## src/tmr_pkg.sv

```systemverilog
// Purpose: shared constants and types of the gated timer block
// Assumes: 8-bit registers on 32-bit Avalon-MM words
// Notes:   count bytes and control bits sit in the low byte lane
package tmr_pkg;
	// ==========================================================
	// register offsets (byte addresses)
	localparam logic [4:0] ADDR_CTRL   = 5'h00;
	localparam logic [4:0] ADDR_GATE   = 5'h04;
	localparam logic [4:0] ADDR_OSC    = 5'h08;
	localparam logic [4:0] ADDR_CNT_LO = 5'h0C;
	localparam logic [4:0] ADDR_CNT_HI = 5'h10;
	localparam logic [4:0] ADDR_STAT   = 5'h14;
	localparam logic [4:0] ADDR_MASK   = 5'h18;

	// ==========================================================
	// field positions
	localparam int CTRL_ON      = 0;
	localparam int CTRL_PS_LSB  = 1;
	localparam int CTRL_ASYNC   = 3;
	localparam int CTRL_SRC_LSB = 4;
	localparam int GATE_MODE    = 0;
	localparam int GATE_POL     = 1;
	localparam int GATE_SEL_LSB = 2;
	localparam int OSC_EN_BIT   = 0;
	localparam int STAT_OVF     = 0;

	// ==========================================================
	// values and widths
	localparam logic [15:0] CNT_MAX  = 16'hFFFF;
	localparam logic [15:0] CNT_ZERO = 16'h0000;
	localparam logic [2:0]  PH_ONE   = 3'h1;
	localparam logic [1:0]  SRC_INT  = 2'h0;
	localparam logic [1:0]  SRC_EXT  = 2'h1;
	localparam logic [1:0]  SRC_OSC  = 2'h2;
	localparam logic [23:0] RD_PAD   = 24'h000000;
	localparam logic [7:0]  BYTE_Z   = 8'h00;

	// ==========================================================
	// types
	typedef enum logic [1:0] {
		BUS_IDLE = 2'b01,
		BUS_ACK  = 2'b10
	} bus_st_t;

	typedef struct packed {
		logic       on;
		logic [1:0] ps;
		logic       async_mode;
		logic [1:0] src;
	} tmr_ctrl_t;

	typedef struct packed {
		logic       gmode;
		logic       gate_active_level;
		logic [1:0] gsel;
	} gate_ctrl_t;

	typedef struct packed {
		logic [2:0] ph;
		logic       tick;
	} presc_st_t;

	// prescale field to phase mask: 1, 2, 4 or 8 input ticks
	function automatic logic [2:0] presc_mask(input logic [1:0] ps);
		case (ps)
			2'h0:    presc_mask = 3'h0;
			2'h1:    presc_mask = 3'h1;
			2'h2:    presc_mask = 3'h3;
			default: presc_mask = 3'h7;
		endcase
	endfunction : presc_mask
endpackage : tmr_pkg

```

## src/presc_div.sv

```systemverilog
// Purpose: clock prescaler of the timer, divides source ticks
// Assumes: i_tick is a one-cycle pulse per source edge
// Notes:   phase is hidden from software, cleared by count writes
`timescale 1ns/100ps
module presc_div
	import tmr_pkg::*;
(
	input  wire logic       i_clk,
	input  wire logic       i_rst_n,
	input  wire logic       i_clr,
	input  wire logic       i_tick,
	input  wire logic [1:0] i_ps,
	output logic            o_tick,
	output logic [2:0]      o_phase
);
	presc_st_t s_q;
	presc_st_t s_d;
	logic [2:0] mask;

	// ==========================================================
	// next state
	always_comb begin
		mask   = presc_mask(i_ps);
		s_d    = s_q;
		s_d.tick = 1'b0;
		if (i_clr) begin
			s_d.ph = '0;
		end else if (i_tick) begin
			if ((s_q.ph & mask) == mask) begin
				s_d.ph   = '0;
				s_d.tick = 1'b1;
			end else begin
				s_d.ph = s_q.ph + PH_ONE;
			end
		end
	end

	// state register
	always_ff @(posedge i_clk) begin
		if (!i_rst_n) begin
			s_q <= '0;
		end else begin
			s_q <= s_d;
		end
	end

	assign o_tick  = s_q.tick;
	assign o_phase = s_q.ph;
endmodule : presc_div

```

## src/gated_timer.sv

```systemverilog
// Purpose: 16-bit gated timer with prescaler and sleep counting
// Assumes: all inputs synchronous to i_clk, Avalon-MM slave
// Notes:   every access takes one wait cycle, answer at 2nd edge
`timescale 1ns/100ps
module gated_timer
	import tmr_pkg::*;
#(
	parameter int CNT_W  = 16,
	parameter int GATE_N = 4
) (
	input  wire logic              i_clk,
	input  wire logic              i_rst_n,
	input  wire logic [4:0]        i_address,
	input  wire logic              i_read,
	input  wire logic              i_write,
	input  wire logic [31:0]       i_writedata,
	input  wire logic [3:0]        i_byteenable,
	output logic [31:0]            o_readdata,
	output logic                   o_waitrequest,
	input  wire logic              i_ext_clk_pin,
	input  wire logic              i_crystal_input_pin,
	output logic                   o_crystal_drive_pin,
	input  wire logic [GATE_N-1:0] i_gate_input_level,
	input  wire logic              i_sleep,
	output logic                   o_osc_running,
	output logic                   o_irq,
	output logic                   o_wake
);
	// ==========================================================
	// elaboration checks
	if (CNT_W != 16) begin : g_cnt_chk
		$error("count must be two bytes wide");
	end
	if (GATE_N < 1 || GATE_N > 4) begin : g_gate_chk
		$error("gate select reaches one to four sources");
	end

	typedef struct packed {
		bus_st_t    st;
		logic [7:0] rdata;
		tmr_ctrl_t  ctl;
		gate_ctrl_t gate;
		logic       osc_en;
		logic [15:0] cnt;
		logic       ovf;
		logic       msk;
		logic       raw_q;
		logic       sy1;
		logic       sy2;
		logic       sy3;
	} tmr_st_t;

	tmr_st_t s_q;
	tmr_st_t s_d;

	// gate source selector, out of range picks source zero
	function automatic logic gate_pick(input logic [GATE_N-1:0] g,
		input logic [1:0] sel);
		if (int'(sel) < GATE_N) begin
			gate_pick = g[sel];
		end else begin
			gate_pick = g[0];
		end
	endfunction : gate_pick

	logic       req;
	logic       acc;
	logic       wr_ok;
	logic       rd_ok;
	logic [7:0] wb;
	logic       src_lvl;
	logic       edge_async;
	logic       edge_sync;
	logic       src_tick;
	logic       gate_lvl;
	logic       gate_ok;
	logic       run;
	logic       presc_in;
	logic       presc_out;
	logic [2:0] presc_ph;
	logic       cnt_wr;
	logic       ovf_set;
	logic       ovf_clr;

	// ==========================================================
	// bus handshake
	assign req           = i_read | i_write;
	assign acc           = req && s_q.st == BUS_ACK;
	assign wr_ok         = acc && i_write && i_byteenable[0];
	assign rd_ok         = acc && i_read;
	assign wb            = i_writedata[7:0];
	assign o_waitrequest = req && s_q.st != BUS_ACK;
	assign o_readdata    = {RD_PAD, s_q.rdata};

	// ==========================================================
	// source edge detection
	assign src_lvl = (s_q.ctl.src == SRC_OSC) ?
		(i_crystal_input_pin & s_q.osc_en) : i_ext_clk_pin;
	assign edge_async = src_lvl & ~s_q.raw_q;
	assign edge_sync  = s_q.sy2 & ~s_q.sy3;
	// a mode change moves the edge by the sync delay
	assign src_tick = (s_q.ctl.src == SRC_INT) ? 1'b1 :
		(s_q.ctl.async_mode ? edge_async : edge_sync);

	// ==========================================================
	// gate and run qualification
	assign gate_lvl = gate_pick(i_gate_input_level, s_q.gate.gsel);
	assign gate_ok  = !s_q.gate.gmode || (gate_lvl == s_q.gate.gate_active_level);
	assign run      = s_q.ctl.on && (!i_sleep ||
		(s_q.ctl.async_mode && s_q.ctl.src == SRC_EXT));
	assign presc_in = src_tick & run & gate_ok;

	// count writes clear the prescaler phase
	assign cnt_wr = wr_ok && (i_address == ADDR_CNT_LO ||
		i_address == ADDR_CNT_HI);

	presc_div u_presc (
		.i_clk   (i_clk),
		.i_rst_n (i_rst_n),
		.i_clr   (cnt_wr),
		.i_tick  (presc_in),
		.i_ps    (s_q.ctl.ps),
		.o_tick  (presc_out),
		.o_phase (presc_ph)
	);

	// ==========================================================
	// overflow flag events
	assign ovf_set = presc_out && !cnt_wr && s_q.cnt == CNT_MAX;
	assign ovf_clr = wr_ok && i_address == ADDR_STAT && wb[STAT_OVF];

	// next state
	always_comb begin
		s_d = s_q;
		// handshake: one wait cycle, then answer
		case (s_q.st)
			BUS_IDLE: begin
				if (req) begin
					s_d.st = BUS_ACK;
				end
			end
			BUS_ACK: begin
				s_d.st = BUS_IDLE;
			end
			default: begin
				s_d.st = BUS_IDLE;
			end
		endcase
		// read data latched at the first edge, stands at the second
		if (s_q.st == BUS_IDLE && i_read) begin
			case (i_address)
				ADDR_CTRL:   s_d.rdata = {2'h0, s_q.ctl.src, s_q.ctl.async_mode,
					s_q.ctl.ps, s_q.ctl.on};
				ADDR_GATE:   s_d.rdata = {4'h0, s_q.gate.gsel, s_q.gate.gate_active_level,
					s_q.gate.gmode};
				ADDR_OSC:    s_d.rdata = {7'h00, s_q.osc_en};
				ADDR_CNT_LO: s_d.rdata = s_q.cnt[7:0];
				ADDR_CNT_HI: s_d.rdata = s_q.cnt[15:8];
				ADDR_STAT:   s_d.rdata = {7'h00, s_q.ovf};
				ADDR_MASK:   s_d.rdata = {7'h00, s_q.msk};
				default:     s_d.rdata = BYTE_Z;
			endcase
		end
		// register writes
		if (wr_ok) begin
			case (i_address)
				ADDR_CTRL: begin
					s_d.ctl.on         = wb[CTRL_ON];
					s_d.ctl.ps         = wb[CTRL_PS_LSB +: 2];
					s_d.ctl.async_mode = wb[CTRL_ASYNC];
					s_d.ctl.src        = wb[CTRL_SRC_LSB +: 2];
				end
				ADDR_GATE: begin
					s_d.gate.gmode = wb[GATE_MODE];
					s_d.gate.gate_active_level  = wb[GATE_POL];
					s_d.gate.gsel  = wb[GATE_SEL_LSB +: 2];
				end
				ADDR_OSC:  s_d.osc_en = wb[OSC_EN_BIT];
				ADDR_MASK: s_d.msk = wb[STAT_OVF];
				default: begin
				end
			endcase
		end
		// counter: a write wins over an increment in the same cycle
		if (cnt_wr && i_address == ADDR_CNT_LO) begin
			s_d.cnt[7:0] = wb;
		end else if (cnt_wr) begin
			s_d.cnt[15:8] = wb;
		end else if (presc_out) begin
			s_d.cnt = s_q.cnt + 16'h0001;
		end
		// sticky overflow, set wins over clear
		s_d.ovf = (s_q.ovf & ~ovf_clr) | ovf_set;
		// input capture: raw for async, three flops for sync
		s_d.raw_q = src_lvl;
		s_d.sy1   = src_lvl;
		s_d.sy2   = s_q.sy1;
		s_d.sy3   = s_q.sy2;
	end

	// state register
	always_ff @(posedge i_clk) begin
		if (!i_rst_n) begin
			s_q    <= '0;
			s_q.st <= BUS_IDLE;
		end else begin
			s_q <= s_d;
		end
	end

	// ==========================================================
	// oscillator and interrupt outputs
	assign o_osc_running       = s_q.osc_en;
	assign o_crystal_drive_pin = s_q.osc_en & ~i_crystal_input_pin;
	assign o_irq               = s_q.ovf & s_q.msk;
	assign o_wake              = o_irq & i_sleep;
endmodule : gated_timer

```

## config.mk

```make
export PLATFORM = sky130hd
export DESIGN_NAME = gated_timer
export DESIGN_NICKNAME = d
export VERILOG_FILES = /design/src/tmr_pkg.sv /design/src/presc_div.sv /design/src/gated_timer.sv
export SDC_FILE = /design/constraint.sdc
export NUM_CORES = 1
export LEC_CHECK = 0
export BUFFER_PORTS_ARGS = -buffer_cell sky130_fd_sc_hd__buf_2
export CORE_MARGIN = 2
export CORE_UTILIZATION = 40
export CTS_BUF_LIST = sky130_fd_sc_hd__clkbuf_16
export DETAILED_ROUTE_END_ITERATION = 10
export HOLD_SLACK_MARGIN = 0.02
export PLACE_DENSITY_LB_ADDON = 0.25
export SLEW_MARGIN = 25
export SYNTH_ARGS = -nofsm -noshare
export SYNTH_HDL_FRONTEND = slang
export SYNTH_SLANG_ARGS = --single-unit
export TNS_END_PERCENT = 30
```

## constraint.sdc

```tcl
create_clock -name i_clk -period 2.2 [get_ports i_clk]
set_clock_uncertainty 0.2 [all_clocks]
set_input_delay 0.22 -clock i_clk [delete_from_list [all_inputs] [get_ports i_clk]]
set_output_delay 0.22 -clock i_clk [all_outputs]
set_load 0.01 [all_outputs]
```

# Yosys cells after proc, flatten, opt, wreduce, memory -nomap -nowiden
# Index checks and enable logic that the tools add are counted.
# Widths: inputs -> output; s select.
[totals] regBits=46 input_bits=52 out_inout_bits=37 word_cells=104
[op_classes] add_sub_neg=2 magnitude_cmp=1 n_eq_ne=17 mux=13 n_bitwise=19 reduce_logical=33
[ops] operator="$pmux 8 s7" count=1
[ops] operator="$mux 8" count=3
[ops] operator="$add 16x1->16 const B" count=1
[ops] operator="$eq 16x16->1 const B" count=1
[ops] operator="$mux 16" count=1
[ops] operator="$eq 5x5->1 const B" count=3
[ops] operator="$reduce_and 2->1" count=7
[ops] operator="$logic_and 1x1->1" count=13
[ops] operator="$eq 5x4->1 const B" count=2
[ops] operator="$and 1x1->1" count=9
[ops] operator="$pmux 3 s3" count=1
[ops] operator="$not 1->1" count=7
[ops] operator="$eq 2x1->1 const B" count=3
[ops] operator="$eq 2x2->1 const B" count=3
[ops] operator="$eq 5x3->1 const B" count=1
[ops] operator="$logic_not 5->1" count=1
[ops] operator="$mux 1" count=5
[ops] operator="$logic_not 2->1" count=2
[ops] operator="$reduce_bool 2->1" count=2
[ops] operator="$add 3x1->3 const B" count=1
[ops] operator="$and 3x3->3" count=1
[ops] operator="$eq 3x3->1" count=1
[ops] operator="$logic_not 1->1" count=3
[ops] operator="$logic_or 1x1->1" count=3
[ops] operator="9 further kinds" count=10

# Longest topological paths before layout
# Gate-level depths: netlist of the first run.
[depth] ltp_word=9 mapped_depth=7

# Modules after synthesis
# A second synthesis of the first run with hierarchy kept.
[hier_totals] cells_unflattened=345 hier_area_um2=2800.2
[by_module_without_submodules] module="gated_timer" instances=1 cells_each=325 area_each_um2=2606.2 seq_area_each_um2=840.8
[by_module_without_submodules] module="presc_div" instances=1 cells_each=20 area_each_um2=193.9 seq_area_each_um2=80.1

# Worst setup path before layout of the first run
# No wires, ideal clock.
[synth_path] path_kind="register -> register" from="register s_q[6] (netlist name)" to="register s_q[18] (netlist name)" arrival_time_ps=1578 required_time_ps=1930 setup_slack_ps=352 path_stages_with_launch=8 synth_period_minus_slack_ps=1848 path_cell_list="dfxtp_1 ha_1 and3_1 clkbuf_1 nand4_1 or3_1 a21oi_1 o2bb2ai_1"
[synth_via] elab_chain_len=3
[synth_lines] element="from (decl)" line="gated_timer.sv:53" rtl="tmr_st_t s_q;"
[synth_lines] element="$add 16x1->16" line="gated_timer.sv:190" rtl="s_d.cnt = s_q.cnt + 16'h0001;"
[synth_lines] element="$mux 16" line="gated_timer.sv:189" rtl="end else if (presc_out) begin"
[synth_lines] element="$mux 8" line="gated_timer.sv:187" rtl="end else if (cnt_wr) begin"
# No other way between the ends. The select of a mux whose other input is x is not followed.
# A chain may end at the register's enable or synchronous reset.

# Worst setup path in the final report of the first run
# Same ends and word-level chain as after synthesis.

==> flow_metrics.py, run 1 <==
metrics = {
    "power_and_ir_drop": {
        "p_sw_mw": 0.394,
        "ir_drop_mv": 0.330,
        "power_per_cell_area_nw_per_um2": 549,
        "p_total_mw": 1.68,
        "seqPwrFrac_pct": 50.0,
        "leakagePower_nw": 1.16,
        "sw_frac_of_total_pct": 23.4,
        "internal-power_mw": 1.29,
        "clockPowerShare_pct": 42.6,
        "combPwrFrac_pct": 7.4,
    },
    "floorplanning": {
        "row_count": 30,
        "die_y_microns": 87.3,
        "start_util_pct": 41.1,
        "ios": 89,
        "core_sq_um": 6760,
        "die_width_microns": 87.3,
        "die_area_sq_um": 7620,
    },
    "cts": {
        "cts_tree": "yes",
        "cts_setup_buffers": 0,
        "cts_max_level": 2,
        "ctsLongestPathBuffers": 2,
        "cts-root-buf": "clkbuf_16",
        "cts_sinks": 46,
        "clk_pin_slew_worst_paths_ns": 0.06,
        "cts_buffers": 5,
        "clk_latency_ns": 0.28,
    },
    "timing": {
        "fin_crit_ns": 2.04,
        "relSlewSlack_pct": 56.7,
        "worst_pin_slew_ns": 0.649,
        "setup_viol": 0,
        "period_share_pct": 92.7,
        "fmax_mhz": 491,
        "hold_viol_final": 0,
        "layout_setup_ws_ns": 0.161,
        "setup_tns_ns": 0,
        "maxSlewViolCount": 0,
        "holdWs_ns": 0.0342,
        "rsz0062_at_grt": "false",
    },
    "yosys": {
        "syn_inst": 344,
        "ys_ff_latch": 46,
        "synth-edff-count": 0,
        "synth_area_leaders": "dfxtp_1, buf_4, nand2_1, a21oi_1, mux2i_1",
        "synthDistinctLibCells": 56,
        "synth.cell_area_sq_um": 2780,
        "synthFlopType": "dfxtp_1",
        "synth_area_leader_cell": "dfxtp_1",
        "seq_area_frac_synth_pct": 33.2,
        "ys_warn_count": 0,
        "syn_area_per_cell_sq_um": 8.07,
        "async_reset_ff_share_pct": 0,
        "synth.top_cell.area_share_pct": 33.2,
    },
    "critical_path": {
        "crit_type": "flip-flop to flip-flop",
        "crit_path_max_fanout": 8,
        "start_kind": "flip-flop",
        "crit_arrival_ns": 2.05,
        "end_kind": "flip-flop",
        "crit_required_ns": 2.22,
    },
    "run": {
        "maxCapViolations": 0,
    },
    "global_route": {
        "grt_usage_pct": 19.1,
        "antenna_found_initial": 0,
        "grt_pass1_wl_microns": 11400,
        "grt_max_degree": 21,
        "gr-total-overflow": 0,
        "grt_pass1_vias": 2321,
    },
    "detailed_routing": {
        "vias": 2559,
        "drtIter0Drc": 156,
        "totalWireLength_microns": 7050,
        "drc": 0,
        "avgRoutedWirePerCell_microns": 15.5,
        "antenna_left": 0,
        "vias_per_cell": 5.64,
        "drt_pass1_iterations": 5,
    },
    "status": {
        "outcome": "finished, final reports clean",
    },
    "place": {
        "dp_slack_ns": 0.197,
        "placed_area_sq_um": 2920,
        "io_buffers": 37,
        "dp_hpwl_microns": 5370,
        "place.gp.congestion": 0.875,
    },
    "finish": {
        "syn_to_final_growth_pct": 10.5,
        "n_fill_cell": 679,
        "num-nets-final": 427,
        "design_area_sq_um": 3070,
        "final_common_cell": "dfxtp_1",
        "final_cell_mix": "dfxtp_1, buf_2, nand2_1",
        "multiInputGateArea_sq_um": 1610,
        "antenna_cells": 0,
        "drive_above_1_share_pct": 16.6,
        "final-seq-area_sq_um": 921,
    },
    "hold_path": {
        "worst_hold_path_type": "primary input to flip-flop",
    },
}
cells in the mapped netlist, types with 2 or more instances:
cell / n
dfxtp_1: 46
nand2_1: 35
buf_4: 32
a21oi_1: 25
nor2_1: 22
nand3_1: 19
o21ai_0: 13
and2_1: 12
clkbuf_1: 12
a22oi_1: 11
mux2i_1: 10
and3_1: 6
nand4_1: 6
nor2b_1: 6
a21o_1: 5
buf_2: 5
a31oi_1: 4
inv_1: 4
nand2b_1: 4
nand3b_1: 4
nor4_1: 4
xnor2_1: 4
a211oi_1: 3
nor3_1: 3
nor3b_1: 3
o211ai_1: 3
o2bb2ai_1: 3
or3_1: 3
a22o_1: 2
a2bb2oi_1: 2
a32o_1: 2
and3b_1: 2
and4b_1: 2
ha_1: 2
nor3_2: 2
o21a_1: 2
o21ai_1: 2
timing repair:
item	CTS	global route
resized for setup	0	0
hold endpoints to repair	1	0
hold buffers	1	0
endpoints found under the setup margin	0	0
registers in the layout, summed over array words and instances (netlist names):
name             count
o_osc_running        1
u_presc.o_tick       1
u_presc.o_phase      3
o_readdata           8
s_d                  2
s_q                 31
power groups by stage:
stage          sequential, mW  combinational (mW)  clock (mW)
2_1_floorplan           0.860              0.0989           0
3_3_place_gp            0.861               0.123           0
3_5_place_dp            0.861               0.123           0
4_1_cts                 0.842               0.125       0.734
5_1_grt                 0.842               0.140       0.762
6_report                0.842               0.125       0.717
layer usage:
metal  wire (microns)  global-route usage [%]  vias to the layer above
li1                 -                       -                     1251
met1             3070                    25.0                     1211
met2             3470                    31.6                       89
met3              415                    3.60                        8
met4               93                    5.73                        0
met5                0                       0                        -
logic make-up (layout without fill, tap and decap cells):
kind of cell	count (synthesis)	count (layout)	synth area share [%]
compound gates	89	89	21.6
flops	46	46	33.2
xor+xnor	4	4	1.26
buf+inv	54	61	12.1
simple gates	137	137	26.4
mux	11	11	4.42
other cells	1	24	0.135
fa+ha+maj	2	2	0.901
critical path: stages, from the launching register on:
cell,delay [ns]
dfxtp_1,0.40
ha_1,0.22
and3_1,0.38
nand4_1,0.17
or3_1,0.33
a21oi_1,0.15
o2bb2ai_1,0.12
final cells by class:
class / instances / share of cell area (%)
sequential: 46 / 30.0
inverter: 4 / 0.489
tap: 80 / 3.26
multi-input combinational: 267 / 52.3
clock inverter: 3 / 0.408
clock buffer: 5 / 4.08
timing repair buffer: 49 / 9.46
path summary, 6_finish.rpt:
kind	from	end	slack (ns)	cells after the start
max	s_q[6]$_SDFFE_PN0P_	s_q[18]$_SDFFE_PN0P_	0.16	6
min	i_writedata[4]	s_q[27]$_SDFFE_PN0P_	0.03	3
max reg2reg	s_q[6]$_SDFFE_PN0P_	s_q[18]$_SDFFE_PN0P_	0.16	6
min reg2reg	s_d[1]$_SDFF_PN0_	s_d[0]$_SDFF_PN0_	0.25	1
through the flow:
stage	std cells	util, %
detailed placement	445	43.2
CTS	454	45.4
finish	454	45.4
floorplan	367	-
global placement	445	43.2
global route	454	45.4
No activity file was read; power rests on OpenSTA's default activity.
==> run 2: changes to the inputs <==
--- a/config.mk
+++ b/config.mk
@@ -5,9 +5,12 @@
 export SDC_FILE = /design/constraint.sdc
 export NUM_CORES = 1
 export LEC_CHECK = 0
+export ABC_AREA = 1
 export BUFFER_PORTS_ARGS = -buffer_cell sky130_fd_sc_hd__buf_2
+export CELL_PAD_IN_SITES_DETAIL_PLACEMENT = 0
+export CELL_PAD_IN_SITES_GLOBAL_PLACEMENT = 1
 export CORE_MARGIN = 2
-export CORE_UTILIZATION = 40
+export CORE_UTILIZATION = 35
 export CTS_BUF_LIST = sky130_fd_sc_hd__clkbuf_16
 export DETAILED_ROUTE_END_ITERATION = 10
 export HOLD_SLACK_MARGIN = 0.02
==> flow_metrics.py, run 2 <==
metrics = {
    "status": {
        "outcome": "finished, final reports clean",
    },
    "power_and_ir_drop": {
        "p_total_mw": 1.82,
        "internal-power_mw": 1.40,
        "ir_drop_mv": 0.307,
        "combPwrFrac_pct": 7.0,
        "seqPwrFrac_pct": 46.4,
        "sw_frac_of_total_pct": 22.8,
        "power_per_cell_area_nw_per_um2": 556,
        "p_sw_mw": 0.413,
        "leakagePower_nw": 1.46,
        "clockPowerShare_pct": 46.6,
    },
    "global_route": {
        "antenna_found_initial": 0,
        "grt_usage_pct": 18.5,
        "grt_pass1_wl_microns": 13000,
        "grt_pass1_vias": 2612,
        "gr-total-overflow": 0,
        "grt_max_degree": 25,
    },
    "yosys": {
        "synthFlopType": "dfxtp_1",
        "synth-edff-count": 0,
        "ys_top_cells_by_count": "nand2_1, nor2_1, inv_1",
        "synth_area_leaders": "dfxtp_1, nand2_1, buf_4, nor2_1, inv_1",
        "seq_area_frac_synth_pct": 31.5,
        "syn_inst": 459,
        "synth.cell_area_sq_um": 2920,
        "synth_area_leader_cell": "dfxtp_1",
        "ys_ff_latch": 46,
        "ys_warn_count": 0,
        "syn_area_per_cell_sq_um": 6.37,
        "synth.top_cell.area_share_pct": 31.5,
        "async_reset_ff_share_pct": 0,
        "synth_most_common_cell": "nand2_1",
        "synthDistinctLibCells": 33,
    },
    "cts": {
        "cts_max_level": 2,
        "ctsLongestPathBuffers": 2,
        "cts_buffers": 5,
        "cts_setup_buffers": 0,
        "cts_resized": 0,
        "cts_sinks": 46,
        "cts-root-buf": "clkbuf_16",
        "hold_buffers": 0,
        "clk_pin_slew_worst_paths_ns": 0.07,
        "clk_latency_ns": 0.29,
        "cts_tree": "yes",
    },
    "finish": {
        "final_common_cell": "nand2_1",
        "syn_to_final_growth_pct": 11.7,
        "num-nets-final": 549,
        "final_cell_mix": "nand2_1, inv_1, nor2_1",
        "drive_above_1_share_pct": 13.1,
        "antenna_cells": 0,
        "n_fill_cell": 926,
        "instances_no_fill": 601,
        "largest_reg_flops": 31,
        "regMostFlops": "s_q",
    },
    "detailed_routing": {
        "totalWireLength_microns": 8020,
        "vias": 2810,
        "avgRoutedWirePerCell_microns": 13.3,
        "drtIter0Drc": 117,
        "drt_pass1_iterations": 4,
        "drc": 0,
        "vias_per_cell": 4.68,
        "antenna_left": 0,
    },
    "timing": {
        "relSlewSlack_pct": 58.7,
        "maxSlewViolCount": 0,
        "layout_setup_ws_ns": 0.245,
        "hold_viol_final": 0,
        "worst_pin_slew_ns": 0.616,
        "setup_viol": 0,
        "period_share_pct": 88.9,
        "fin_crit_ns": 1.96,
        "rsz0062_at_grt": "false",
        "fmax_mhz": 511,
        "setup_tns_ns": 0,
    },
    "floorplanning": {
        "start_util_pct": 35.8,
        "die_y_microns": 95.4,
        "core_sq_um": 8180,
        "die_width_microns": 95.4,
        "die_area_sq_um": 9100,
        "ios": 89,
        "row_count": 33,
    },
    "hold_path": {
        "worstHoldStart": "i_writedata[4]",
        "worst_hold_path_type": "primary input to flip-flop",
    },
    "critical_path": {
        "slowest_delay_ns": 0.39,
        "cp_cell_sequence": "ha_1 > nand2_1 > nor2_1 > nand3_1 > o21ai_0 > nand3_1 > nand2_1 > a21oi_1",
        "critPathLaunch": "s_q[7]$_SDFFE_PN0P_",
        "worstReg2RegStart": "s_q[7]$_SDFFE_PN0P_",
        "crit_arrival_ns": 1.94,
        "slowest_stage": "dfxtp_1",
        "start_kind": "flip-flop",
        "crit_path_max_fanout": 5,
        "crit_type": "flip-flop to flip-flop",
        "crit_required_ns": 2.18,
        "end_kind": "flip-flop",
    },
    "place": {
        "placed_cells": 593,
        "dp_slack_ns": 0.272,
        "io_buffers": 37,
        "place.gp.congestion": 0.887,
        "dp_hpwl_microns": 6130,
    },
    "run": {
        "maxCapViolations": 0,
    },
}
[run 2: cell type report]
| cell class | count | area (sq um) | area share (%) |
|---|---|---|---|
| clock inverters | 3 | 37.5 | 1.15 |
| inverters | 58 | 218 | 6.67 |
| repair buffers | 43 | 230 | 7.05 |
| well taps | 105 | 131 | 4.02 |
| flip-flops and latches | 46 | 921 | 28.2 |
| multi-input cells | 341 | 1600 | 49.1 |
| clock buffers | 5 | 125 | 3.83 |
[run 2: logic make-up (layout without fill, tap and decap cells)]
group | after synthesis | after routing | synth area share, %
other | 1 | 24 | 0.128
buffers and inverters | 95 | 109 | 16.6
AOI/OAI and AO/OA | 74 | 74 | 13.3
adders and majority gates | 2 | 2 | 0.856
and+or+nand+nor | 234 | 234 | 35.5
DFF | 46 | 46 | 31.5
xor gates and xnor gates | 7 | 7 | 2.10
[run 2: critical path, delay by kind of cell (launching register included)]
kind,cells,cell delay (ns)
AND/OR/NAND/NOR,5,0.81
flip-flops,1,0.39
adder cells (fa/ha/maj),1,0.22
AO/OA/AOI/OAI,2,0.24
[run 2: path summary, 6_finish.rpt]
| path | cells after the start | to | slack (ns) |
|---|---|---|---|
| min | 3 | s_q[27]$_SDFFE_PN0P_ | 0.02 |
| min reg2reg | 2 | s_d[0]$_SDFF_PN0_ | 0.23 |
| max reg2reg | 8 | s_q[20]$_SDFFE_PN0P_ | 0.24 |
| max | 8 | s_q[20]$_SDFFE_PN0P_ | 0.24 |
[run 2: power by group through the flow]
stage / sequential (mW) / combinational (mW) / clock [mW]
3_5_place_dp: 0.862 / 0.128 / 0
6_report: 0.843 / 0.128 / 0.846
2_1_floorplan: 0.861 / 0.105 / 0
4_1_cts: 0.843 / 0.128 / 0.869
3_3_place_gp: 0.862 / 0.128 / 0
5_1_grt: 0.843 / 0.144 / 0.899
[run 2: routing by layer]
| layer | up-vias | global-route usage (%) | share of wire (%) |
|---|---|---|---|
| li1 | 1478 | - | - |
| met3 | 2 | 2.61 | 5.8 |
| met2 | 69 | 31.3 | 46 |
| met4 | 0 | 3.69 | 0.29 |
| met5 | - | 0 | 0 |
| met1 | 1261 | 25.2 | 48 |
[run 2: through the flow]
step | hold slack [ns] | cell area [sq um] | util (%)
finish | 0.0153 | 3270 | 39.9
global route | 0.0355 | 3270 | 39.9
CTS | 0.0255 | 3270 | 39.9
detailed placement | 0.219 | 3100 | 38.0
global placement | 0.218 | 3100 | 38.0
floorplan | 0.158 | 3010 | -
